$ cat src/core/flash_cmd_pkg.sv
// Constants for the flash command host controller
// Assumes a 16-bit asynchronous NOR flash bus driven from a 200 MHz clock
package flash_cmd_pkg;
    // ------------------------------------------------------------------
    // Bus geometry
    // ------------------------------------------------------------------
    localparam int ADDR_W = 23;
    localparam int DATA_W = 16;
    localparam int BANK_LSB = 19;
    localparam int SECTOR_LSB = 12;
    // ------------------------------------------------------------------
    // Command addresses and codes
    // ------------------------------------------------------------------
    localparam logic [11:0] UNLOCK_ADDR1 = 12'h555;
    localparam logic [11:0] UNLOCK_ADDR2 = 12'h2aa;
    localparam logic [11:0] QUERY_ADDR = 12'h055;
    localparam logic [7:0] UNLOCK_DATA1 = 8'haa;
    localparam logic [7:0] UNLOCK_DATA2 = 8'h55;
    localparam logic [7:0] CMD_RESET = 8'hf0;
    localparam logic [7:0] CMD_AUTOSEL = 8'h90;
    localparam logic [7:0] CMD_PROGRAM = 8'ha0;
    localparam logic [7:0] CMD_ERASE = 8'h80;
    localparam logic [7:0] CMD_CHIP_ERASE = 8'h10;
    localparam logic [7:0] CMD_SECT_ERASE = 8'h30;
    localparam logic [7:0] CMD_SUSPEND = 8'hb0;
    localparam logic [7:0] CMD_RESUME = 8'h30;
    localparam logic [7:0] CMD_QUERY = 8'h98;
    localparam logic [7:0] CMD_BYPASS = 8'h20;
    localparam logic [7:0] CMD_BYPASS_EXIT = 8'h00;
    // ------------------------------------------------------------------
    // Autoselect offsets
    // ------------------------------------------------------------------
    localparam logic [11:0] AS_ID1 = 12'h001;
    localparam logic [11:0] AS_ID2 = 12'h00e;
    localparam logic [11:0] AS_ID3 = 12'h00f;
    localparam logic [11:0] AS_PROTECT = 12'h002;
    localparam logic [11:0] AS_LOCK = 12'h003;
    localparam int FACTORY_LOCK_POS = 7;
    localparam int CUSTOMER_LOCK_POS = 6;
    // ------------------------------------------------------------------
    // Software registers of the controller
    // ------------------------------------------------------------------
    localparam logic [3:0] REG_CMD = 4'h0;
    localparam logic [3:0] REG_ADDR = 4'h1;
    localparam logic [3:0] REG_DATA = 4'h2;
    localparam logic [3:0] REG_STATUS = 4'h3;
    localparam logic [3:0] REG_IRQ = 4'h4;
    localparam logic [3:0] REG_MASK = 4'h5;
    localparam logic [3:0] REG_ID1 = 4'h6;
    localparam logic [3:0] REG_ID2 = 4'h7;
    localparam logic [3:0] REG_ID3 = 4'h8;
    localparam logic [3:0] REG_RDATA = 4'h9;
    localparam logic [3:0] REG_ADDR_HI = 4'ha;
    // Order codes written to the command register
    localparam logic [3:0] OP_READ = 4'h0;
    localparam logic [3:0] OP_RESET = 4'h1;
    localparam logic [3:0] OP_READ_ID = 4'h2;
    localparam logic [3:0] OP_PROTECT = 4'h3;
    localparam logic [3:0] OP_LOCK = 4'h4;
    localparam logic [3:0] OP_PROGRAM = 4'h5;
    localparam logic [3:0] OP_CHIP_ERASE = 4'h6;
    localparam logic [3:0] OP_SECT_ERASE = 4'h7;
    localparam logic [3:0] OP_SUSPEND = 4'h8;
    localparam logic [3:0] OP_RESUME = 4'h9;
    localparam logic [3:0] OP_QUERY = 4'ha;
    localparam logic [3:0] OP_BYP_ENTER = 4'hb;
    localparam logic [3:0] OP_BYP_EXIT = 4'hc;
    localparam logic [3:0] OP_ACC_PROG = 4'hd;
    localparam logic [3:0] OP_AUTOSEL = 4'he;
    localparam int IRQ_DONE_POS = 0;
    localparam int IRQ_BAD_POS = 1;
    // ------------------------------------------------------------------
    // Bus timing
    // ------------------------------------------------------------------
    localparam int CLK_PERIOD_NS = 5;
    localparam int STROBE_NS = 60;
    localparam int STROBE_CYC = (STROBE_NS + CLK_PERIOD_NS - 1) / CLK_PERIOD_NS;
    localparam int READ_NS = 80;
    localparam int READ_CYC = (READ_NS + CLK_PERIOD_NS - 1) / CLK_PERIOD_NS;
endpackage

$ cat src/core/flash_cmd_host.sv
// Host controller that issues command sequences to a banked NOR flash
// Assumes a synchronous software port and flash pins sampled on sys_clk_i
// Rules of the flash device, tagged [RLn] where the code handles them
// RL1: Array reads need no preceding command writes
// RL2: Write F0 to leave autoselect or reset
// RL3: Unlock AA to 555, 55 to 2AA
// RL4: Autoselect is 90 to bank 555
// RL5: Read ID at offsets 01, 0E, 0F
// RL6: Offset 03 gives secured sector lock bits
// RL7: Offset 02 gives sector group protection
// RL8: Program address set before write strobe falls
// RL9: Program word held through strobe rise
// RL10: Erase is six writes, 10 or 30
// RL11: B0 to bank suspends a sector erase
// RL12: 30 to bank resumes suspended erase
// RL13: Bank chosen by address bits from A19
// RL14: 98 to 55 enters query table
// RL15: Bypass ops only after bypass entry
// RL16: Bypass program and erase take two writes
// RL17: Bypass exit is 90 then 00
// RL18: Accelerated program needs elevated pin voltage
// RL19: Mismatched cycle aborts sequence to array read
`default_nettype none
module flash_cmd_host (
    input  wire logic        sys_clk_i,
    input  wire logic        rst_n_i,
    input  wire logic [3:0]  reg_addr_i,
    input  wire logic [15:0] reg_wdata_i,
    input  wire logic        reg_write_i,
    input  wire logic        reg_read_i,
    output logic      [15:0] reg_rdata_o,
    output logic             irq_o,
    output logic      [22:0] flash_addr_o,
    output logic      [15:0] flash_dq_o,
    output logic             flash_dq_oe_o,
    input  wire logic [15:0] flash_dq_i,
    output logic             chip_select_n_o,
    output logic             write_strobe_n_o,
    output logic             read_strobe_n_o,
    output logic             write_protect_accel_pin_o
);
    // ------------------------------------------------------------------
    // Types and helpers
    // ------------------------------------------------------------------
    typedef enum logic [2:0] {
        ST_IDLE  = 3'b000,
        ST_SETUP = 3'b001,
        ST_PULSE = 3'b010,
        ST_HOLD  = 3'b011,
        ST_READ  = 3'b100
    } phase_type;

    typedef struct packed {
        logic        is_read;
        logic [22:0] addr;
        logic [15:0] data;
    } cycle_type;

    // Bank bits from the target, low bits from the command address
    function automatic logic [22:0] bank_addr(input logic [22:0] target,
                                              input logic [11:0] low);
        bank_addr = {target[22:flash_cmd_pkg::BANK_LSB], 7'h00, low};
    endfunction

    function automatic cycle_type wr(input logic [22:0] a, input logic [7:0] d);
        wr = '{is_read: 1'b0, addr: a, data: {8'h00, d}};
    endfunction

    // ------------------------------------------------------------------
    // State
    // ------------------------------------------------------------------
    phase_type   phase, next_phase;
    logic [3:0]  op, next_op;
    logic [2:0]  step, next_step;
    logic [2:0]  total, next_total;
    logic [4:0]  timer, next_timer;
    logic [22:0] target, next_target;
    logic [15:0] wdata, next_wdata;
    logic [15:0] rdata, next_rdata;
    logic [15:0] id1, next_id1;
    logic [15:0] id2, next_id2;
    logic [15:0] id3, next_id3;
    logic [1:0]  irq_stat, next_irq_stat;
    logic [1:0]  irq_mask, next_irq_mask;
    logic        bypass, next_bypass;
    logic        suspended, next_suspended;
    logic        erasing, next_erasing;
    logic        accel, next_accel;
    logic [15:0] rd_out, next_rd_out;
    logic [22:0] pin_addr, next_pin_addr;
    logic [15:0] pin_dq, next_pin_dq;
    logic        pin_oe, next_pin_oe;
    logic        pin_cs_n, next_pin_cs_n;
    logic        pin_we_n, next_pin_we_n;
    logic        pin_oe_n, next_pin_oe_n;
    logic        irq, next_irq;
    cycle_type   cyc;
    logic        done_ev, bad_ev;

    // ------------------------------------------------------------------
    // Sequence table: the cycle for each op and step
    // ------------------------------------------------------------------
    always_comb begin
        logic [22:0] u1;
        logic [22:0] u2;
        logic [22:0] ba;
        u1 = {11'h000, flash_cmd_pkg::UNLOCK_ADDR1};
        u2 = {11'h000, flash_cmd_pkg::UNLOCK_ADDR2};
        ba = bank_addr(target, flash_cmd_pkg::UNLOCK_ADDR1);  // [RL13]
        cyc = '{is_read: 1'b1, addr: target, data: 16'h0000};  // [RL1]
        if (step == 3'd0 && op != flash_cmd_pkg::OP_READ && !bypass
                && op != flash_cmd_pkg::OP_ACC_PROG) begin
            cyc = wr(u1, flash_cmd_pkg::UNLOCK_DATA1);  // [RL3]
        end else if (step == 3'd1 && !bypass && op != flash_cmd_pkg::OP_ACC_PROG
                && op != flash_cmd_pkg::OP_READ) begin
            cyc = wr(u2, flash_cmd_pkg::UNLOCK_DATA2);  // [RL3]
        end
        unique case (op)
            flash_cmd_pkg::OP_RESET: cyc = wr(target, flash_cmd_pkg::CMD_RESET);  // [RL2]
            flash_cmd_pkg::OP_SUSPEND: begin
                cyc = wr(target, flash_cmd_pkg::CMD_SUSPEND);  // [RL11]
            end
            flash_cmd_pkg::OP_RESUME: begin
                cyc = wr(target, flash_cmd_pkg::CMD_RESUME);  // [RL12]
            end
            flash_cmd_pkg::OP_QUERY: begin
                cyc = wr({11'h000, flash_cmd_pkg::QUERY_ADDR}, flash_cmd_pkg::CMD_QUERY);  // [RL14]
            end
            flash_cmd_pkg::OP_AUTOSEL, flash_cmd_pkg::OP_READ_ID,
            flash_cmd_pkg::OP_PROTECT, flash_cmd_pkg::OP_LOCK: begin
                if (step == 3'd2) cyc = wr(ba, flash_cmd_pkg::CMD_AUTOSEL);  // [RL4]
                if (step >= 3'd3) begin
                    cyc.is_read = 1'b1;
                    unique case (op)
                        flash_cmd_pkg::OP_READ_ID: begin
                            cyc.addr = bank_addr(target, step == 3'd3 ? flash_cmd_pkg::AS_ID1 :
                                step == 3'd4 ? flash_cmd_pkg::AS_ID2 : flash_cmd_pkg::AS_ID3);  // [RL5]
                        end
                        flash_cmd_pkg::OP_PROTECT: begin
                            cyc.addr = {target[22:flash_cmd_pkg::SECTOR_LSB],
                                        flash_cmd_pkg::AS_PROTECT[11:1], 1'b0};  // [RL7]
                        end
                        flash_cmd_pkg::OP_LOCK: cyc.addr = {11'h000, flash_cmd_pkg::AS_LOCK};  // [RL6]
                        default: cyc.addr = target;
                    endcase
                end
            end
            flash_cmd_pkg::OP_PROGRAM, flash_cmd_pkg::OP_ACC_PROG: begin
                if (step == total - 3'd2) cyc = wr(u1, flash_cmd_pkg::CMD_PROGRAM);  // [RL16]
                if (step == total - 3'd1) begin
                    cyc = '{is_read: 1'b0, addr: target, data: wdata};  // [RL8] [RL9]
                end
            end
            flash_cmd_pkg::OP_CHIP_ERASE, flash_cmd_pkg::OP_SECT_ERASE: begin
                if (bypass) begin
                    cyc = wr(u1, step == 3'd0 ? flash_cmd_pkg::CMD_ERASE :
                             flash_cmd_pkg::CMD_CHIP_ERASE);  // [RL16]
                end else begin
                    unique case (step)
                        3'd2: cyc = wr(u1, flash_cmd_pkg::CMD_ERASE);  // [RL10]
                        3'd3: cyc = wr(u1, flash_cmd_pkg::UNLOCK_DATA1);
                        3'd4: cyc = wr(u2, flash_cmd_pkg::UNLOCK_DATA2);
                        3'd5: begin
                            cyc = (op == flash_cmd_pkg::OP_CHIP_ERASE) ?
                                  wr(u1, flash_cmd_pkg::CMD_CHIP_ERASE) :
                                  wr(target, flash_cmd_pkg::CMD_SECT_ERASE);  // [RL10]
                        end
                        default: ;
                    endcase
                end
            end
            flash_cmd_pkg::OP_BYP_ENTER: begin
                if (step == 3'd2) cyc = wr(u1, flash_cmd_pkg::CMD_BYPASS);  // [RL15]
            end
            flash_cmd_pkg::OP_BYP_EXIT: begin
                cyc = wr(target, step == 3'd0 ? flash_cmd_pkg::CMD_AUTOSEL :
                         flash_cmd_pkg::CMD_BYPASS_EXIT);  // [RL17]
            end
            default: ;
        endcase
    end

    // ------------------------------------------------------------------
    // Next state
    // ------------------------------------------------------------------
    always_comb begin
        logic [2:0] len;
        logic       legal;
        next_phase = phase;
        next_op = op;
        next_step = step;
        next_total = total;
        next_timer = timer;
        next_target = target;
        next_wdata = wdata;
        next_rdata = rdata;
        next_id1 = id1;
        next_id2 = id2;
        next_id3 = id3;
        next_irq_mask = irq_mask;
        next_bypass = bypass;
        next_suspended = suspended;
        next_erasing = erasing;
        next_accel = accel;
        next_pin_addr = pin_addr;
        next_pin_dq = pin_dq;
        next_pin_oe = 1'b0;
        next_pin_cs_n = 1'b1;
        next_pin_we_n = 1'b1;
        next_pin_oe_n = 1'b1;
        next_rd_out = 16'h0000;
        done_ev = 1'b0;
        bad_ev = 1'b0;
        len = 3'd1;
        legal = 1'b1;
        unique case (reg_wdata_i[3:0])
            flash_cmd_pkg::OP_READ, flash_cmd_pkg::OP_RESET, flash_cmd_pkg::OP_QUERY: ;
            flash_cmd_pkg::OP_SUSPEND: begin
                legal = erasing && !suspended;  // [RL11]
            end
            flash_cmd_pkg::OP_RESUME: begin
                legal = suspended;  // [RL12]
            end
            flash_cmd_pkg::OP_AUTOSEL, flash_cmd_pkg::OP_BYP_ENTER: begin
                len = 3'd3;
                legal = !bypass;
            end
            flash_cmd_pkg::OP_PROTECT, flash_cmd_pkg::OP_LOCK: len = 3'd4;
            flash_cmd_pkg::OP_READ_ID: len = 3'd6;  // [RL5]
            flash_cmd_pkg::OP_PROGRAM: len = bypass ? 3'd2 : 3'd4;  // [RL16]
            flash_cmd_pkg::OP_ACC_PROG: len = 3'd2;  // [RL18]
            flash_cmd_pkg::OP_CHIP_ERASE: len = bypass ? 3'd2 : 3'd6;
            flash_cmd_pkg::OP_SECT_ERASE: begin
                len = 3'd6;
                legal = !bypass;
            end
            flash_cmd_pkg::OP_BYP_EXIT: begin
                len = 3'd2;
                legal = bypass;  // [RL15]
            end
            default: legal = 1'b0;
        endcase
        if (reg_write_i) begin
            unique case (reg_addr_i)
                flash_cmd_pkg::REG_ADDR: next_target[15:0] = reg_wdata_i;
                flash_cmd_pkg::REG_ADDR_HI: next_target[22:16] = reg_wdata_i[6:0];
                flash_cmd_pkg::REG_DATA: next_wdata = reg_wdata_i;
                flash_cmd_pkg::REG_MASK: next_irq_mask = reg_wdata_i[1:0];
                flash_cmd_pkg::REG_CMD: begin
                    if (phase != ST_IDLE || !legal) begin
                        bad_ev = 1'b1;
                    end else begin
                        next_op = reg_wdata_i[3:0];
                        next_total = len;
                        next_step = 3'd0;
                        next_phase = ST_SETUP;
                        next_timer = 5'd0;
                    end
                end
                default: ;
            endcase
        end
        unique case (phase)
            ST_IDLE: ;
            ST_SETUP: begin
                next_pin_addr = cyc.addr;
                next_pin_dq = cyc.data;
                next_pin_oe = !cyc.is_read;
                next_pin_cs_n = 1'b0;
                next_accel = (op == flash_cmd_pkg::OP_ACC_PROG);  // [RL18]
                next_timer = 5'd0;
                next_phase = cyc.is_read ? ST_READ : ST_PULSE;
            end
            ST_PULSE: begin
                // Address settled before strobe falls, data held past its rise
                next_pin_oe = 1'b1;
                next_pin_cs_n = 1'b0;
                next_pin_we_n = 1'b0;
                next_timer = timer + 5'd1;
                if (timer == 5'(flash_cmd_pkg::STROBE_CYC - 1)) next_phase = ST_HOLD;
            end
            ST_HOLD: begin
                next_pin_oe = 1'b1;
                next_pin_cs_n = 1'b0;
                next_phase = ST_IDLE;
            end
            ST_READ: begin
                next_pin_cs_n = 1'b0;
                next_pin_oe_n = 1'b0;
                next_timer = timer + 5'd1;
                if (timer == 5'(flash_cmd_pkg::READ_CYC - 1)) begin
                    next_phase = ST_IDLE;
                    next_rdata = flash_dq_i;
                    if (op == flash_cmd_pkg::OP_READ_ID) begin
                        if (step == 3'd3) next_id1 = flash_dq_i;
                        if (step == 3'd4) next_id2 = flash_dq_i;
                        if (step == 3'd5) next_id3 = flash_dq_i;
                    end
                end
            end
            default: next_phase = ST_IDLE;
        endcase
        if ((phase == ST_HOLD || (phase == ST_READ && next_phase == ST_IDLE))) begin
            if (step + 3'd1 < total) begin
                next_step = step + 3'd1;
                next_phase = ST_SETUP;
            end else begin
                done_ev = 1'b1;
                next_accel = 1'b0;
                unique case (op)
                    flash_cmd_pkg::OP_BYP_ENTER: next_bypass = 1'b1;
                    flash_cmd_pkg::OP_BYP_EXIT: next_bypass = 1'b0;
                    flash_cmd_pkg::OP_SECT_ERASE: next_erasing = 1'b1;
                    flash_cmd_pkg::OP_SUSPEND: next_suspended = 1'b1;
                    flash_cmd_pkg::OP_RESUME: next_suspended = 1'b0;
                    flash_cmd_pkg::OP_RESET: begin
                        // Reset keeps a suspended erase suspended
                        next_erasing = suspended;
                    end
                    default: ;
                endcase
            end
        end
        if (reg_read_i) begin
            unique case (reg_addr_i)
                flash_cmd_pkg::REG_STATUS: begin
                    next_rd_out = {11'h000, erasing, suspended, bypass, accel, phase != ST_IDLE};
                end
                flash_cmd_pkg::REG_IRQ: next_rd_out = {14'h0000, irq_stat};
                flash_cmd_pkg::REG_MASK: next_rd_out = {14'h0000, irq_mask};
                flash_cmd_pkg::REG_ID1: next_rd_out = id1;
                flash_cmd_pkg::REG_ID2: next_rd_out = id2;
                flash_cmd_pkg::REG_ID3: next_rd_out = id3;
                flash_cmd_pkg::REG_RDATA: next_rd_out = rdata;
                flash_cmd_pkg::REG_ADDR: next_rd_out = target[15:0];
                flash_cmd_pkg::REG_DATA: next_rd_out = wdata;
                default: next_rd_out = 16'h0000;
            endcase
        end
        // Set wins over the read-clear
        next_irq_stat = (reg_read_i && reg_addr_i == flash_cmd_pkg::REG_IRQ) ? 2'b00 : irq_stat;
        next_irq_stat[flash_cmd_pkg::IRQ_DONE_POS] = next_irq_stat[flash_cmd_pkg::IRQ_DONE_POS]
                                                     | done_ev;
        next_irq_stat[flash_cmd_pkg::IRQ_BAD_POS] = next_irq_stat[flash_cmd_pkg::IRQ_BAD_POS]
                                                    | bad_ev;  // [RL19]
        next_irq = |(next_irq_stat & next_irq_mask);
    end

    // ------------------------------------------------------------------
    // Registers
    // ------------------------------------------------------------------
    always_ff @(posedge sys_clk_i or negedge rst_n_i) begin
        if (!rst_n_i) begin
            phase <= ST_IDLE;
            op <= 4'h0;
            step <= 3'd0;
            total <= 3'd0;
            timer <= 5'd0;
            target <= 23'h000000;
            wdata <= 16'h0000;
            rdata <= 16'h0000;
            id1 <= 16'h0000;
            id2 <= 16'h0000;
            id3 <= 16'h0000;
            irq_stat <= 2'b00;
            irq_mask <= 2'b00;
            bypass <= 1'b0;
            suspended <= 1'b0;
            erasing <= 1'b0;
            accel <= 1'b0;
            rd_out <= 16'h0000;
            pin_addr <= 23'h000000;
            pin_dq <= 16'h0000;
            pin_oe <= 1'b0;
            pin_cs_n <= 1'b1;
            pin_we_n <= 1'b1;
            pin_oe_n <= 1'b1;
            irq <= 1'b0;
        end else begin
            phase <= next_phase;
            op <= next_op;
            step <= next_step;
            total <= next_total;
            timer <= next_timer;
            target <= next_target;
            wdata <= next_wdata;
            rdata <= next_rdata;
            id1 <= next_id1;
            id2 <= next_id2;
            id3 <= next_id3;
            irq_stat <= next_irq_stat;
            irq_mask <= next_irq_mask;
            bypass <= next_bypass;
            suspended <= next_suspended;
            erasing <= next_erasing;
            accel <= next_accel;
            rd_out <= next_rd_out;
            pin_addr <= next_pin_addr;
            pin_dq <= next_pin_dq;
            pin_oe <= next_pin_oe;
            pin_cs_n <= next_pin_cs_n;
            pin_we_n <= next_pin_we_n;
            pin_oe_n <= next_pin_oe_n;
            irq <= next_irq;
        end
    end

    assign reg_rdata_o = rd_out;
    assign irq_o = irq;
    assign flash_addr_o = pin_addr;
    assign flash_dq_o = pin_dq;
    assign flash_dq_oe_o = pin_oe;
    assign chip_select_n_o = pin_cs_n;
    assign write_strobe_n_o = pin_we_n;
    assign read_strobe_n_o = pin_oe_n;
    assign write_protect_accel_pin_o = accel;
endmodule
`default_nettype wire

$ cat config.mk
export PLATFORM = sky130hd
export DESIGN_NAME = flash_cmd_host
export DESIGN_NICKNAME = d
export VERILOG_FILES = /design/src/core/flash_cmd_pkg.sv /design/src/core/flash_cmd_host.sv
export SDC_FILE = /design/constraint.sdc
export NUM_CORES = 1
export LEC_CHECK = 0
export BUFFER_PORTS_ARGS = -buffer_cell sky130_fd_sc_hd__clkbuf_2
export CORE_MARGIN = 2
export CORE_UTILIZATION = 25
export CTS_BUF_LIST = sky130_fd_sc_hd__clkbuf_8
export DETAILED_ROUTE_END_ITERATION = 10
export PLACE_DENSITY = 0.44
export REMOVE_ABC_BUFFERS = 1
export SLEW_MARGIN = 10
export SYNTH_ARGS = -nofsm -noshare
export SYNTH_HDL_FRONTEND = slang
export SYNTH_SLANG_ARGS = --single-unit
$ cat constraint.sdc
create_clock -name sys_clk_i -period 4.3 [get_ports sys_clk_i]
set_clock_uncertainty 0.05 [all_clocks]
set_input_delay 0.43 -clock sys_clk_i [delete_from_list [all_inputs] [get_ports sys_clk_i]]
set_output_delay 0.43 -clock sys_clk_i [all_outputs]
set_load 0.05 [all_outputs]
Yosys cells after proc, flatten, opt, wreduce, memory -nomap -nowiden. Cells that the tools add are included. W data, S select, Z words.

Flip-flop bits (word level): 189.

Equality and inequality tests: 53. $add $sub $neg: 4. Muxes and demuxes: 58. Bitwise operators: 5. Order comparisons: 2. Reduce and logical (&&, ||, !) cells: 52.

Operators with widths (count): $pmux W40 S9 (1); $mux W40 (7); $pmux W40 S4 (1); $pmux W16 S9 (1); $pmux W23 S3 (1); $eq A4 B4 Y1 const B (17); $eq A4 B3 Y1 const B (12); $mux W3 (15); $mux W39 (1); $eq A4 B2 Y1 const B (6); $mux W24 (1); $pmux W3 S6 (1); $reduce_or A2 Y1 (9); $mux W16 (1); $mux W8 (2); $mux W5 (3); $reduce_and A3 Y1 (5); $eq A3 B2 Y1 const B (4); $eq A4 B1 Y1 const B (3); $mux W1 (12); $pmux W3 S4 (1); $reduce_and A4 Y1 (3); $eq A5 B4 Y1 const B (2); $pmux W5 S2 (1); other kinds (30) (64).

Longest topological paths before layout.
Word-level depth: 18. Depth in mapped cells: 11.

Least setup slack after synthesis. No wires, ideal clock.

Path kind: register to register. From: reg step[2]. To: reg pin_addr[5], in the netlist flash_addr_o[5]. Arrival time: 2.624 ns. Library setup time: 0.066 ns. Data required time: 4.184 ns. Path slack: 1.561 ns. Clock period less this slack: 2.739 ns. Cell stages (with the launch flop): 12. Buffers on the path: 3. Cell sequence: dfrtp_1 -> buf_6 -> buf_2 -> inv_1 -> ha_1 -> clkbuf_1 -> or4b_1 -> a211o_1 -> o311ai_2 -> o21ai_1 -> nand4_1 -> o221a_2.

Longest elaborated chain between the ends: 9. Elaborated cells on any way between the ends: 25.

RTL lines: start: declaration (line flash_cmd_host.sv:74) `logic [2:0] step, next_step;`; start signal: assignment (line flash_cmd_host.sv:382) `step <= next_step;`; $eq A3 B1 Y1 (line flash_cmd_host.sv:114) `end else if (step == 3'd1 && !bypass && op != flash_cmd_pkg::OP_ACC_PROG`; $logic_and A1 B1 Y1 (2 in series) (line flash_cmd_host.sv:114); $logic_and A1 B1 Y1 (line flash_cmd_host.sv:115) `&& op != flash_cmd_pkg::OP_READ) begin`; $mux W40 (line flash_cmd_host.sv:114); $mux W40 (line flash_cmd_host.sv:111) `if (step == 3'd0 && op != flash_cmd_pkg::OP_READ && !bypass`; $pmux W40 S4, or another cell as far along (line flash_cmd_host.sv:159) `unique case (step)`; $mux W40, or another cell as far along (line flash_cmd_host.sv:155) `if (bypass) begin`; $pmux W40 S9 * (line flash_cmd_host.sv:118) `unique case (op)`; end signal: assignment (line flash_cmd_host.sv:398) `pin_addr <= next_pin_addr;`; end: declaration (line flash_cmd_host.sv:90) `logic [22:0] pin_addr, next_pin_addr;`.

Every way passes the cells marked *; elsewhere a longest branch is shown, timed or not. A chain may end at the register's enable or synchronous reset.

Worst setup path after layout.
From: reg step[0]. To: reg pin_addr[21], in the netlist flash_addr_o[21].

Same word-level chain as after synthesis.

==> results.json <==
{
  "outcome": "completed",
  "cts-root-buf": "clkbuf_8",
  "p_leak_uw": 0.00499,
  "min_to": "wdata[15]",
  "routed_wl_um": 35400,
  "cp-end-kind": "flip-flop",
  "crit_path_start_kind": "flip-flop",
  "crit_required_ns": 4.64,
  "period_needed_ns": 3.31,
  "nNetsFinal": 1058,
  "synth_seq_cells": 189,
  "finalMaxSlewViolations": 0,
  "drtPass1Iterations": 5,
  "syn_area_per_cell_um2": 10.7,
  "slew_headroom_pct": 31.3,
  "rows": 73,
  "timing.fmax_ghz": 0.302,
  "grt_pass1_wl_um": 53400,
  "grt_max_degree": 92,
  "final_common_cell": "dfrtp_1",
  "grt_util_all_layers_pct": 17.3,
  "syn-cell-area_um2": 9960,
  "final.setup.worst_slack_ns": 0.989,
  "synth_cell_types": 86,
  "hpwlAfterDp_um": 25800,
  "n_antenna_cell": 0,
  "worstHoldStart": "reg_wdata_i[15]",
  "fp.coreArea_um2": 39500,
  "cts_made_buffers": 17,
  "dieArea_um2": 41400,
  "arrival_ns": 3.65,
  "r2r-end": "flash_addr_o[21]",
  "synthCells": 927,
  "cts_tree": "built",
  "worst-setup-path-type": "flip-flop to flip-flop",
  "cts_max_level": 4,
  "die_w_um": 204,
  "start_util_pct": 25.2,
  "vias": 8055,
  "setup_tns_ns": 0,
  "clockBufferDepth": 2,
  "synth-warning-count": 0,
  "synth_edf_count": 0,
  "synth_flop_cell": "dfrtp_1",
  "syn_to_final_growth_pct": 14.9,
  "num_io_pins": 101,
  "ys_seq_area_share_pct": 47.5,
  "ir_drop_v": 0.000255,
  "period_share_pct": 77.0,
  "port_buffers": 100,
  "wl_per_cell_um": 22.9,
  "ff2ff_setup_slack_ns": 0.99,
  "setup_viol": 0,
  "hold_viol": 0,
  "rsz0062_at_grt": "false",
  "grt_pass1_vias": 8097,
  "via_per_inst": 5.21,
  "async_reset_ff_share_pct": 100,
  "overflow": 0,
  "r2r_start": "step[0]",
  "drc": 0,
  "gp_congestion": 0.905,
  "antenna_found_initial": 1,
  "clock_sink_count": 189,
  "hold_path.class": "input port to flip-flop",
  "drive_above_1_share_pct": 28.8,
  "die_h_um": 204,
  "worstMarginPinSlew_ns": 1.03,
  "clk_latency_ns": 0.51,
  "holdPathStages": 2,
  "cap_violations": 0,
  "drt.antenna.violating_nets": 0,
  "clk_pin_slew_worst_paths_ns": 0.12,
  "drt_iter0_drc": 537,
  "final_cell_mix": "dfrtp_1 (186), clkbuf_2 (99), mux2_2 (89), nand2_1 (68), a21oi_1 (51)",
  "critPathMaxFanout": 10,
  "p_per_area_nw_per_um2": 606,
  "post-place-ws_ns": 1.08,
  "rr_worst_depth": 8
}
## per-stage QoR
step                instances  util [%]  total power [uW]  cell area (um2)  hold slack [ns]
global route             1545      28.9              7330            11400           0.0822
floorplan                 867         -              4490             9670           0.0844
CTS                      1545      28.9              6970            11400           0.0798
global placement         1512      27.8              5660            11000            0.417
finish                   1545      28.9              6930            11400            0.110
detailed placement       1512      27.8              5630            11000            0.423
## critical path, cell delays in order (launching register included)
cell,delay [ns]
dfrtp_1,0.50
ha_1,0.29
ha_1,0.36
a211oi_2,0.73
nand2_1,0.31
o211a_1,0.21
o32ai_1,0.31
and4_1,0.36
a21oi_1,0.07
## registers in the layout, summed over array words and instances, names as in the netlist, 4 cells and up
signal and count:
target 23, id3 16, rdata 16, id1 16
reg_rdata_o 16, op 4, timer 5, wdata 16
flash_addr_o 23, flash_dq_o 16, id2 16
## cell usage after synthesis, types with 5 or more instances
library cell | instances | area (um2)
dfrtp_1 | 186 | 4650
mux2_2 | 89 | 1000
nand2_1 | 68 | 255
a21oi_1 | 51 | 255
nor2_1 | 51 | 191
o21ai_0 | 46 | 230
a22oi_1 | 40 | 300
clkbuf_1 | 33 | 124
a31oi_1 | 26 | 163
mux2_4 | 20 | 300
nand3_1 | 20 | 100
inv_1 | 17 | 63.8
nand2b_1 | 16 | 100
buf_2 | 15 | 75.1
nor2b_1 | 14 | 87.6
a22o_1 | 12 | 105
nand4_1 | 12 | 75.1
nor3_1 | 12 | 60.1
ha_1 | 11 | 138
and3_1 | 10 | 62.6
a21o_1 | 7 | 52.6
nand3b_1 | 7 | 52.6
or3_1 | 7 | 43.8
and2_1 | 6 | 37.5
mux2i_1 | 6 | 60.1
o22ai_1 | 6 | 37.5
a211oi_1 | 5 | 37.5
buf_1 | 5 | 18.8
nor4_1 | 5 | 31.3
## routing by layer
metal / share of wire [%] / vias up / wire (um) / GRT usage [%]
met3: 4.0 / 45 / 1410 / 2.62
met5: 0.034 / - / 12 / 0
met1: 47 / 4131 / 16600 / 24.0
li1: - / 3637 / - / -
met2: 47 / 240 / 16500 / 27.7
met4: 2.2 / 2 / 780 / 5.50
## kinds of logic (layout without fill, tap and decap cells)
kind of cell | count (synthesis) | in the layout | synth area share [%]
DFF | 189 | 189 | 47.5
and+or+nand+nor | 263 | 263 | 14.6
xor gates and xnor gates | 6 | 6 | 0.679
adders and majority gates | 11 | 11 | 1.38
buffers and inverters | 78 | 171 | 3.54
muxes | 115 | 115 | 13.7
AOI/OAI and AO/OA | 265 | 265 | 18.5
## worst max-delay path by stage
stage / end / start / cells after the start / slack (ns)
after floorplan: flash_addr_o[5] / step[2] / 8 / 1.55
after global placement: flash_addr_o[22] / step[0] / 8 / 1.01
after detailed placement: flash_addr_o[21] / step[0] / 8 / 1.08
after CTS: flash_addr_o[21] / step[0] / 8 / 1.06
after global routing: flash_addr_o[20] / step[0] / 8 / 0.79
final: flash_addr_o[21] / step[0] / 8 / 0.99
## cell type report
type / instances / area (um2)
Clock buffer: 17 / 234
Clock inverter: 15 / 200
Sequential cell: 189 / 4730
Inverter: 18 / 67.6
Fill cell: 4208 / 28100
Multi-Input combinational cell: 660 / 4880
Timing Repair Buffer: 121 / 669
Tap cell: 525 / 657
## power by group
part	switching (uW)	internal, uW	total [uW]
Combinational	2110	953	3060
Clock	773	551	1320
Sequential	426	2120	2550
Total	3310	3620	6930
## what timing repair did
item | CTS | global route
setup buffers | 0 | 0
hold endpoints to repair | 47 | 0
resized for setup | 0 | 0
hold buffers | 1 | 0
Note: power is estimated with default switching activity, not from simulation.
